### config.mk
export PLATFORM = sky130hd
export DESIGN_NAME = pmg_power_mgmt
export DESIGN_NICKNAME = d
export VERILOG_FILES = /design/src/rtl/pmg_pkg.sv /design/src/rtl/pmg_power_mgmt.sv
export SDC_FILE = /design/constraint.sdc
export NUM_CORES = 1
export LEC_CHECK = 0
export BUFFER_PORTS_ARGS = -buffer_cell sky130_fd_sc_hd__buf_2
export CORE_MARGIN = 4
export CORE_UTILIZATION = 30
export CTS_CLUSTER_DIAMETER = 40
export DETAILED_ROUTE_END_ITERATION = 16
export PLACE_DENSITY = 0.48
export SYNTH_ARGS = -nofsm -noshare
export SYNTH_HDL_FRONTEND = slang
export SYNTH_SLANG_ARGS = --single-unit
### constraint.sdc
create_clock -name mclk_in -period 2.3 [get_ports mclk_in]
set_clock_uncertainty 0.1 [all_clocks]
set_input_delay 0.345 -clock mclk_in [delete_from_list [all_inputs] [get_ports mclk_in]]
set_output_delay 0.345 -clock mclk_in [all_outputs]
set_load 0.03 [all_outputs]
### src/rtl/pmg_pkg.sv
package pmg_pkg;

  // Register byte offsets on the APB bus.
  localparam logic [7:0] PMG_STATUS_OFS = 8'h00;
  localparam logic [7:0] PMG_MASK_OFS = 8'h04;
  localparam logic [7:0] PMG_CTRL_OFS = 8'h08;
  localparam logic [7:0] PMG_LEVEL_OFS = 8'h0c;
  localparam logic [7:0] PMG_STATE_OFS = 8'h10;

  // Event bit positions, shared by status and mask.
  localparam int PMG_EV_POWER_BUTTON_N = 0;
  localparam int PMG_EV_RSTBTN = 1;
  localparam int PMG_EV_SUPPLY = 2;
  localparam int PMG_EV_RAIL = 3;
  localparam int PMG_EV_XWAKE = 4;
  localparam int PMG_EV_GWAKE = 5;
  localparam int PMG_EV_BATTERY_LOW_N = 6;
  localparam int PMG_EV_OTEMP = 7;
  localparam int PMG_EV_ALERT = 8;
  localparam int PMG_EV_LID = 9;
  localparam int PMG_EV_SLEEP = 10;
  localparam int PMG_EV_OC0 = 11;
  localparam int PMG_EV_WDOG = 15;
  localparam int PMG_NUM_EV = 16;
  localparam logic [15:0] PMG_MASK_RST = 16'h0000;

  // Control register fields.
  localparam int PMG_CTL_SWRST = 0;
  localparam int PMG_CTL_SUSREQ = 1;
  localparam int PMG_CTL_TGT_LO = 2;
  localparam int PMG_CTL_WDT_EN = 4;
  localparam int PMG_CTL_WDT_KICK = 5;
  localparam int PMG_CTL_TRIP = 6;
  localparam int PMG_CTL_ALERT_WAKE = 7;
  localparam int PMG_CTL_WDT_LO = 16;

  // Number of synchronised inputs.
  localparam int PMG_NUM_IN = 15;
  localparam int PMG_IN_POWER_BUTTON_N = 0;
  localparam int PMG_IN_RSTBTN = 1;
  localparam int PMG_IN_SUPPLY = 2;
  localparam int PMG_IN_RAIL = 3;

  // Timing: carrier reset pulse width and suspend warning lead time.
  localparam int PMG_CLK_HZ = 10_000_000;
  localparam int PMG_RST_PULSE_US = 10;
  localparam int PMG_RST_CYC = (PMG_RST_PULSE_US * (PMG_CLK_HZ / 1_000_000));
  localparam int PMG_WARN_US = 2;
  localparam int PMG_WARN_CYC = (PMG_WARN_US * (PMG_CLK_HZ / 1_000_000));
  localparam logic [15:0] PMG_WDT_RST = 16'hffff;

  typedef enum logic [1:0] {
    PMG_TGT_ON,
    PMG_TGT_RAM,
    PMG_TGT_DISK
  } pmg_target_t;

  typedef enum {
    PMG_ST_OFF,
    PMG_ST_ON,
    PMG_ST_WARN,
    PMG_ST_RAM,
    PMG_ST_DISK
  } pmg_state_t;

  typedef struct packed {
    logic psel;
    logic penable;
    logic pwrite;
    logic [7:0] paddr;
    logic [31:0] pwdata;
  } pmg_apb_req_t;

  typedef struct packed {
    logic pready;
    logic pslverr;
    logic [31:0] prdata;
  } pmg_apb_rsp_t;

endpackage : pmg_pkg

### src/rtl/pmg_power_mgmt.sv
`timescale 1ns/1ps
module pmg_power_mgmt
  import pmg_pkg::*;
(
  // Clock and reset
  input wire logic mclk_in,
  input wire logic nrst_in,
  // APB slave
  input wire pmg_apb_req_t apb_req_in,
  output pmg_apb_rsp_t apb_rsp_out,
  // Board inputs, asynchronous
  input wire logic power_button_n_in,
  input wire logic reset_button_n_in,
  input wire logic main_supply_good_in,
  input wire logic main_supply_rail_low_in,
  input wire logic expansion_wake_n_in,
  input wire logic general_wake_n_in,
  input wire logic battery_low_n_in,
  input wire logic over_temp_in_n_in,
  input wire logic mgmt_bus_alert_n_in,
  input wire logic lid_n_in,
  input wire logic sleep_button_n_in,
  input wire logic [3:0] usb_overcurrent_n_in,
  // Board outputs
  output logic carrier_reset_out_n_out,
  output logic suspend_imminent_n_out,
  output logic suspend_to_ram_n_out,
  output logic suspend_to_disk_n_out,
  output logic soft_off_n_out,
  output logic thermal_trip_out_n_out,
  output logic watchdog_timeout_out_out,
  output logic mgmt_interrupt_out,
  output logic irq_out
);

  logic [PMG_NUM_IN-1:0] raw_in;
  logic [PMG_NUM_IN-1:0] sync1_reg;
  logic [PMG_NUM_IN-1:0] sync2_reg;
  logic [PMG_NUM_IN-1:0] prev_reg;
  logic [PMG_NUM_IN-1:0] active;
  logic [PMG_NUM_IN-1:0] fall_ev;
  logic [PMG_NUM_EV-1:0] ev;
  logic [PMG_NUM_EV-1:0] status_reg;
  logic [PMG_NUM_EV-1:0] mask_reg;
  logic [31:0] ctrl_reg;
  logic [15:0] wdt_cnt_reg;
  logic wdt_fire;
  logic [7:0] rst_cnt_reg;
  logic [7:0] warn_cnt_reg;
  logic sw_rst_pulse;
  logic sus_req_pulse;
  logic wake_req;
  logic sleep_req;
  logic wr_en;
  logic rd_en;
  logic addr_ok;
  pmg_state_t state_reg;
  pmg_target_t tgt;

  // Inputs except rail-low are flipped so that a one means asserted everywhere below.
  assign raw_in = {~usb_overcurrent_n_in, ~sleep_button_n_in, ~lid_n_in, ~mgmt_bus_alert_n_in,
                   ~over_temp_in_n_in, ~battery_low_n_in, ~general_wake_n_in, ~expansion_wake_n_in,
                   main_supply_rail_low_in, ~main_supply_good_in, ~reset_button_n_in,
                   ~power_button_n_in};

  // Previous levels start deasserted like the idle pins, so no false edge follows reset.
  // two-flop synchroniser
  always_ff @(posedge mclk_in)
  begin
    if (!nrst_in)
    begin
      sync1_reg <= '0;
      sync2_reg <= '0;
      prev_reg <= '0;
    end
    else
    begin
      sync1_reg <= raw_in;
      sync2_reg <= sync1_reg;
      prev_reg <= sync2_reg;
    end
  end

  assign active = sync2_reg;
  assign fall_ev = active & ~prev_reg;

  genvar g;
  generate
    for (g = 0; g < 4; g++)
    begin : g_oc
      assign ev[PMG_EV_OC0+g] = fall_ev[11+g];
    end
  endgenerate

  assign ev[PMG_EV_SUPPLY] = fall_ev[PMG_IN_SUPPLY];
  assign ev[PMG_EV_POWER_BUTTON_N] = fall_ev[PMG_IN_POWER_BUTTON_N];
  assign ev[PMG_EV_RSTBTN] = fall_ev[PMG_IN_RSTBTN];
  assign ev[PMG_EV_RAIL] = fall_ev[PMG_IN_RAIL];
  assign ev[PMG_EV_XWAKE] = fall_ev[4];
  assign ev[PMG_EV_GWAKE] = fall_ev[5];
  assign ev[PMG_EV_BATTERY_LOW_N] = fall_ev[6];
  assign ev[PMG_EV_OTEMP] = fall_ev[7];
  assign ev[PMG_EV_ALERT] = fall_ev[8];
  assign ev[PMG_EV_LID] = fall_ev[9];
  assign ev[PMG_EV_SLEEP] = fall_ev[10];
  assign ev[PMG_EV_WDOG] = wdt_fire;

  // APB: zero wait states, unmapped addresses answer with an error.
  assign addr_ok = (apb_req_in.paddr == PMG_STATUS_OFS) || (apb_req_in.paddr == PMG_MASK_OFS) ||
                   (apb_req_in.paddr == PMG_CTRL_OFS) || (apb_req_in.paddr == PMG_LEVEL_OFS) ||
                   (apb_req_in.paddr == PMG_STATE_OFS);
  assign wr_en = apb_req_in.psel && apb_req_in.penable && apb_req_in.pwrite && addr_ok;
  assign rd_en = apb_req_in.psel && !apb_req_in.pwrite && !apb_req_in.penable;
  assign sw_rst_pulse = wr_en && (apb_req_in.paddr == PMG_CTRL_OFS) && apb_req_in.pwdata[PMG_CTL_SWRST];
  assign sus_req_pulse = wr_en && (apb_req_in.paddr == PMG_CTRL_OFS) && apb_req_in.pwdata[PMG_CTL_SUSREQ];

  // A suspend request may carry its target in the same write, so the written target wins.
  always_comb
  begin
    tgt = pmg_target_t'(ctrl_reg[PMG_CTL_TGT_LO+:2]);
    if (wr_en && (apb_req_in.paddr == PMG_CTRL_OFS))
    begin
      tgt = pmg_target_t'(apb_req_in.pwdata[PMG_CTL_TGT_LO+:2]);
    end
  end

  always_ff @(posedge mclk_in)
  begin
    if (!nrst_in)
    begin
      apb_rsp_out <= '0;
    end
    else
    begin
      apb_rsp_out.pready <= apb_req_in.psel && !apb_req_in.penable;
      apb_rsp_out.pslverr <= apb_req_in.psel && !apb_req_in.penable && !addr_ok;
      if (rd_en)
      begin
        unique case (apb_req_in.paddr)
          PMG_STATUS_OFS: apb_rsp_out.prdata <= {16'h0000, status_reg};
          PMG_MASK_OFS: apb_rsp_out.prdata <= {16'h0000, mask_reg};
          PMG_CTRL_OFS: apb_rsp_out.prdata <= ctrl_reg;
          PMG_LEVEL_OFS: apb_rsp_out.prdata <= {17'h0, active};
          PMG_STATE_OFS: apb_rsp_out.prdata <= {29'h0, 3'(state_reg)};
          default: apb_rsp_out.prdata <= 32'h00000000;
        endcase
      end
    end
  end

  // Pulse bits of control self-clear so they act once per write.
  always_ff @(posedge mclk_in)
  begin
    if (!nrst_in)
    begin
      ctrl_reg <= {PMG_WDT_RST, 16'h0000};
      mask_reg <= PMG_MASK_RST;
    end
    else if (wr_en)
    begin
      if (apb_req_in.paddr == PMG_CTRL_OFS)
      begin
        ctrl_reg <= apb_req_in.pwdata & ~32'h00000023;
      end
      if (apb_req_in.paddr == PMG_MASK_OFS)
      begin
        mask_reg <= apb_req_in.pwdata[PMG_NUM_EV-1:0];
      end
    end
  end

  // Write one to clear; a new event in the same cycle wins.
  always_ff @(posedge mclk_in)
  begin
    if (!nrst_in)
    begin
      status_reg <= '0;
    end
    else if (wr_en && (apb_req_in.paddr == PMG_STATUS_OFS))
    begin
      status_reg <= (status_reg & ~apb_req_in.pwdata[PMG_NUM_EV-1:0]) | ev;
    end
    else
    begin
      status_reg <= status_reg | ev;
    end
  end

  always_ff @(posedge mclk_in)
  begin
    if (!nrst_in)
    begin
      irq_out <= 1'b0;
      mgmt_interrupt_out <= 1'b0;
    end
    else
    begin
      irq_out <= |(status_reg & mask_reg);
      // alert as system management interrupt when not a wake source
      mgmt_interrupt_out <= status_reg[PMG_EV_ALERT] && !ctrl_reg[PMG_CTL_ALERT_WAKE];
    end
  end

  // Watchdog counts down while enabled; a kick reloads it.
  always_ff @(posedge mclk_in)
  begin
    if (!nrst_in)
    begin
      wdt_cnt_reg <= PMG_WDT_RST;
      watchdog_timeout_out_out <= 1'b0;
    end
    else
    begin
      // A kick takes its reload from the written word, so one write can arm the watchdog.
      if (wr_en && (apb_req_in.paddr == PMG_CTRL_OFS) && apb_req_in.pwdata[PMG_CTL_WDT_KICK])
      begin
        wdt_cnt_reg <= apb_req_in.pwdata[PMG_CTL_WDT_LO+:16];
      end
      else if (!ctrl_reg[PMG_CTL_WDT_EN])
      begin
        wdt_cnt_reg <= ctrl_reg[PMG_CTL_WDT_LO+:16];
      end
      else if (wdt_cnt_reg != 16'h0000)
      begin
        wdt_cnt_reg <= wdt_cnt_reg - 16'h0001;
      end
      if (wdt_fire)
      begin
        watchdog_timeout_out_out <= 1'b1;
      end
      else if (!ctrl_reg[PMG_CTL_WDT_EN])
      begin
        watchdog_timeout_out_out <= 1'b0;
      end
    end
  end

  assign wdt_fire = ctrl_reg[PMG_CTL_WDT_EN] && (wdt_cnt_reg == 16'h0001);

  // Held supply and rail causes keep reloading, so the pulse ends a full width after they clear.
  // any cause stretches the carrier reset pulse
  always_ff @(posedge mclk_in)
  begin
    if (!nrst_in)
    begin
      rst_cnt_reg <= 8'(PMG_RST_CYC);
      carrier_reset_out_n_out <= 1'b0;
    end
    else
    begin
      if (fall_ev[PMG_IN_RSTBTN] || active[PMG_IN_SUPPLY] || active[PMG_IN_RAIL] || wdt_fire ||
          sw_rst_pulse)
      begin
        rst_cnt_reg <= 8'(PMG_RST_CYC);
      end
      else if (rst_cnt_reg != 8'h00)
      begin
        rst_cnt_reg <= rst_cnt_reg - 8'h01;
      end
      carrier_reset_out_n_out <= (rst_cnt_reg == 8'h00);
    end
  end

  assign wake_req = ev[PMG_EV_POWER_BUTTON_N] || ev[PMG_EV_XWAKE] || ev[PMG_EV_GWAKE] || ev[PMG_EV_SLEEP] ||
                    (ev[PMG_EV_ALERT] && ctrl_reg[PMG_CTL_ALERT_WAKE]);
  assign sleep_req = sus_req_pulse || ev[PMG_EV_SLEEP];

  always_ff @(posedge mclk_in)
  begin
    if (!nrst_in)
    begin
      state_reg <= PMG_ST_OFF;
      warn_cnt_reg <= 8'h00;
    end
    else
    begin
      unique case (state_reg)
        PMG_ST_OFF:
        begin
          if (ev[PMG_EV_POWER_BUTTON_N])
          begin
            state_reg <= PMG_ST_ON;
          end
        end
        PMG_ST_ON:
        begin
          if (sleep_req && (tgt != PMG_TGT_ON))
          begin
            state_reg <= PMG_ST_WARN;
            warn_cnt_reg <= 8'(PMG_WARN_CYC);
          end
        end
        PMG_ST_WARN:
        begin
          if (warn_cnt_reg > 8'h01)
          begin
            warn_cnt_reg <= warn_cnt_reg - 8'h01;
          end
          else
          begin
            state_reg <= (tgt == PMG_TGT_RAM) ? PMG_ST_RAM : PMG_ST_DISK;
          end
        end
        PMG_ST_RAM, PMG_ST_DISK:
        begin
          if (wake_req)
          begin
            state_reg <= PMG_ST_ON;
          end
        end
      endcase
    end
  end

  always_ff @(posedge mclk_in)
  begin
    if (!nrst_in)
    begin
      suspend_imminent_n_out <= 1'b1;
      suspend_to_ram_n_out <= 1'b0;
      suspend_to_disk_n_out <= 1'b0;
      soft_off_n_out <= 1'b0;
      thermal_trip_out_n_out <= 1'b1;
    end
    else
    begin
      suspend_imminent_n_out <= !(state_reg == PMG_ST_WARN);
      // RAM indicator, also low in deeper states
      suspend_to_ram_n_out <= !(state_reg == PMG_ST_RAM || state_reg == PMG_ST_DISK ||
                                state_reg == PMG_ST_OFF);
      suspend_to_disk_n_out <= !(state_reg == PMG_ST_DISK || state_reg == PMG_ST_OFF);
      soft_off_n_out <= !(state_reg == PMG_ST_DISK || state_reg == PMG_ST_OFF);
      // thermal trip is sticky until reset
      if (ctrl_reg[PMG_CTL_TRIP])
      begin
        thermal_trip_out_n_out <= 1'b0;
      end
    end
  end

endmodule : pmg_power_mgmt

==> flow_summary.toml <==
[run_status]
status = "finished clean"

[sta]
timing.setup.tns_ps = 0
fin_ws_ps = 140
tightest_slew_ps = 563
final_max_slew_viol_count = 0
post-route-min-period_ps = 2160
slew_headroom_pct = 62.5
finalHoldViolCount = 0
fmax_mhz = 463
rsz0062_at_grt = "no"
setup_viol = 0
finalCritPeriodShare_pct = 93.9

[synthesis]
async_flop_share_pct = 0
synth_top_family_by_area = "simple AND/OR/NAND/NOR gates"
ys.flop_type = "dfxtp_1"
synthAdderAreaFrac_pct = 1.01
synth_compound_area_share_pct = 18.2
synth-seq-cells = 183
yosysTopAreaCell = "dfxtp_1"
synth_area_leaders = "dfxtp_1 49%, nand2_1 7.7%, a21oi_1 4.6%, and2_1 3.0%, nand3_1 2.9%"
mappedNetlistNets = 900
synth_area_um2 = 7440
syn_inst = 834
muxShareOfSynthArea_pct = 1.66
synth.distinct_cells = 75
synth-simple-area-share_pct = 24.4
synth-edff-count = 0
syn_avg_cell_area_um2 = 8.92
yosys.area_share.xor_xnor_pct = 1.77
ys_warn_count = 0
netlist.area_leader.share_pct = 49.2
synth-seq-area-share_pct = 49.2

[floorplan]
die-area_um2 = 27400
core_area_um2 = 24400
die_w_um = 165
initial_core_util_pct = 30.5
ios = 103
die_h_um = 165
fp-row-count = 57

[clock_network]
cts-root-buf = "clkbuf_16"
cts_buffers = 17
htree_levels = 4
cts_tree = "built"
cts.path.max_buffers = 2
cts.clk_slew.worst_paths_ps = 70
cts_sinks = 183
insertion_delay_ps = 430
cts_setup_buffers = 0

[placement]
post-place-cells = 1259
gp_congestion = 0.804
dp_hpwl_um = 15500
port_buffers = 102
place_ws_ps = 79.2

[final_layout]
drive_gt1_share_pct = 21.4
areaGrowthSynthToFinish_pct = 24.6
largest_reg_flops = 34
final_nets = 1034
final_util_pct = 38.0
fin_cells = 1305
antenna_cells = 0

[global_route]
antenna_found_initial = 0
grt_pass1_vias = 6329
grt_max_degree = 68
grt_usage_pct = 16.4
gr-total-overflow = 0
grt_pass1_wl_um = 34900

[drt]
vias_per_cell = 4.93
firstDrtPassIters = 5
drc = 0
routed_wl_um = 22000
wire_per_inst_um = 16.8
vias = 6431
ant_nets = 0
drt_iter0_drc = 367

[pwr]
p_per_area_nw_per_um2 = 727
leakagePower_nw = 3.74
ir_drop_mv = 0.397
p_total_w = 0.00674

[run]
cap_violations = 0

[worst_setup_path]
cp-end-kind = "flop"
crit_fanout = 5
crit_buf_inv = 1
slowest_delay_ps = 540
required_ps = 2530
cp_top_family = "simple AND/OR/NAND/NOR gates"
crit_chain = "or4_1 > buf_4 > or4_1 > nor3_1 > nor3_1 > o311ai_1"
arrival_ps = 2390
crit_slowest_cell = "or4_1"
path_class = "flop to flop"
setup.worst_path.start_class = "flop"

[min_path]
min_path_type = "input port to flop"
==> layout make-up <==
class / instances / area [um^2]
fill: 2548 / 15100
clock buffer: 18 / 439
tap: 324 / 405
timing repair buffer: 165 / 1040
multi-input combinational: 589 / 3510
clock inverter: 14 / 165
sequential: 183 / 3660
inverter: 12 / 45.0
==> metrics by stage <==
step           hold WS, ps  instance area (um^2)
6_report              24.5                  9270
3_3_place_gp           313                  8530
2_1_floorplan          312                  7440
5_1_grt               20.1                  9270
3_5_place_dp           318                  8530
4_1_cts               5.89                  9270
==> metal layers <==
metal	track usage (%)	vias up	routed length (um)
met5	0	-	0
met4	4.87	0	361
met3	2.95	23	1070
met2	27.2	154	10300
met1	21.8	3036	10200
li1	-	3218	-
==> Yosys cell counts (all sizes together), types with 4 or more instances <==
cell type / number
nor3b: 8
clkbuf: 38
xnor2: 14
nor4b: 4
nor2b: 13
a221oi: 6
or3: 7
nor3: 14
a21o: 12
o2111ai: 4
and2b: 4
or4: 8
a211o: 5
nand3: 43
a222oi: 13
inv: 12
nor4: 12
buf: 12
a21oi: 69
and2: 37
a31oi: 5
dfxtp: 183
o21a: 16
nand4: 7
mux2i: 9
nand2: 153
nor2: 38
a21boi: 16
o21ai: 20
ha: 6
==> worst reg2reg max path: stages, from the launching register on <==
cell and delay [ps]:
dfxtp_1 330, or4_1 540, buf_4 170, or4_1 420, nor3_1 180, nor3_1 70
o311ai_1 250
==> cells in the final DEF (no fill, tap or decap), types with 16 or more instances in the layout <==
cell and instances:
dfxtp_1 183, nand2_1 153, buf_2 102, a21oi_1 69, buf_4 47, nand3_1 43, nor2_1 38, and2_1 36
o21ai_0 17, clkbuf_16 17, a21boi_0 16, o21a_1 16
==> final timing paths <==
| path | to | cells past startpoint | slack [ps] | start |
|---|---|---|---|---|
| min reg2reg | active[2] | 1 | 330 | sync1_reg[2] |
| max reg2reg | wdt_cnt_reg[15] | 6 | 140 | wdt_cnt_reg[9] |
| min | sync1_reg[3] | 2 | 20 | main_supply_rail_low_in |
| max | wdt_cnt_reg[15] | 6 | 140 | wdt_cnt_reg[9] |
==> power breakdown <==
part           internal (W)  switching [W]
combinational      0.000190       0.000248
clock               0.00166        0.00135
sequential          0.00324      0.0000519
==> timing repair <==
item	4_1_cts	5_1_grt
hold buffers	14	0
endpoints found under the hold margin	14	0
setup endpoints to repair	0	2
gates resized for setup	0	1
==> cell families after synthesis <==
kind of cell / count (synthesis)
simple gates: 360
xor+xnor: 15
buf+inv: 62
mux: 11
compound gates: 197
flops: 183
fa+ha+maj: 6
Note: power is estimated with default switching activity, not from simulation.
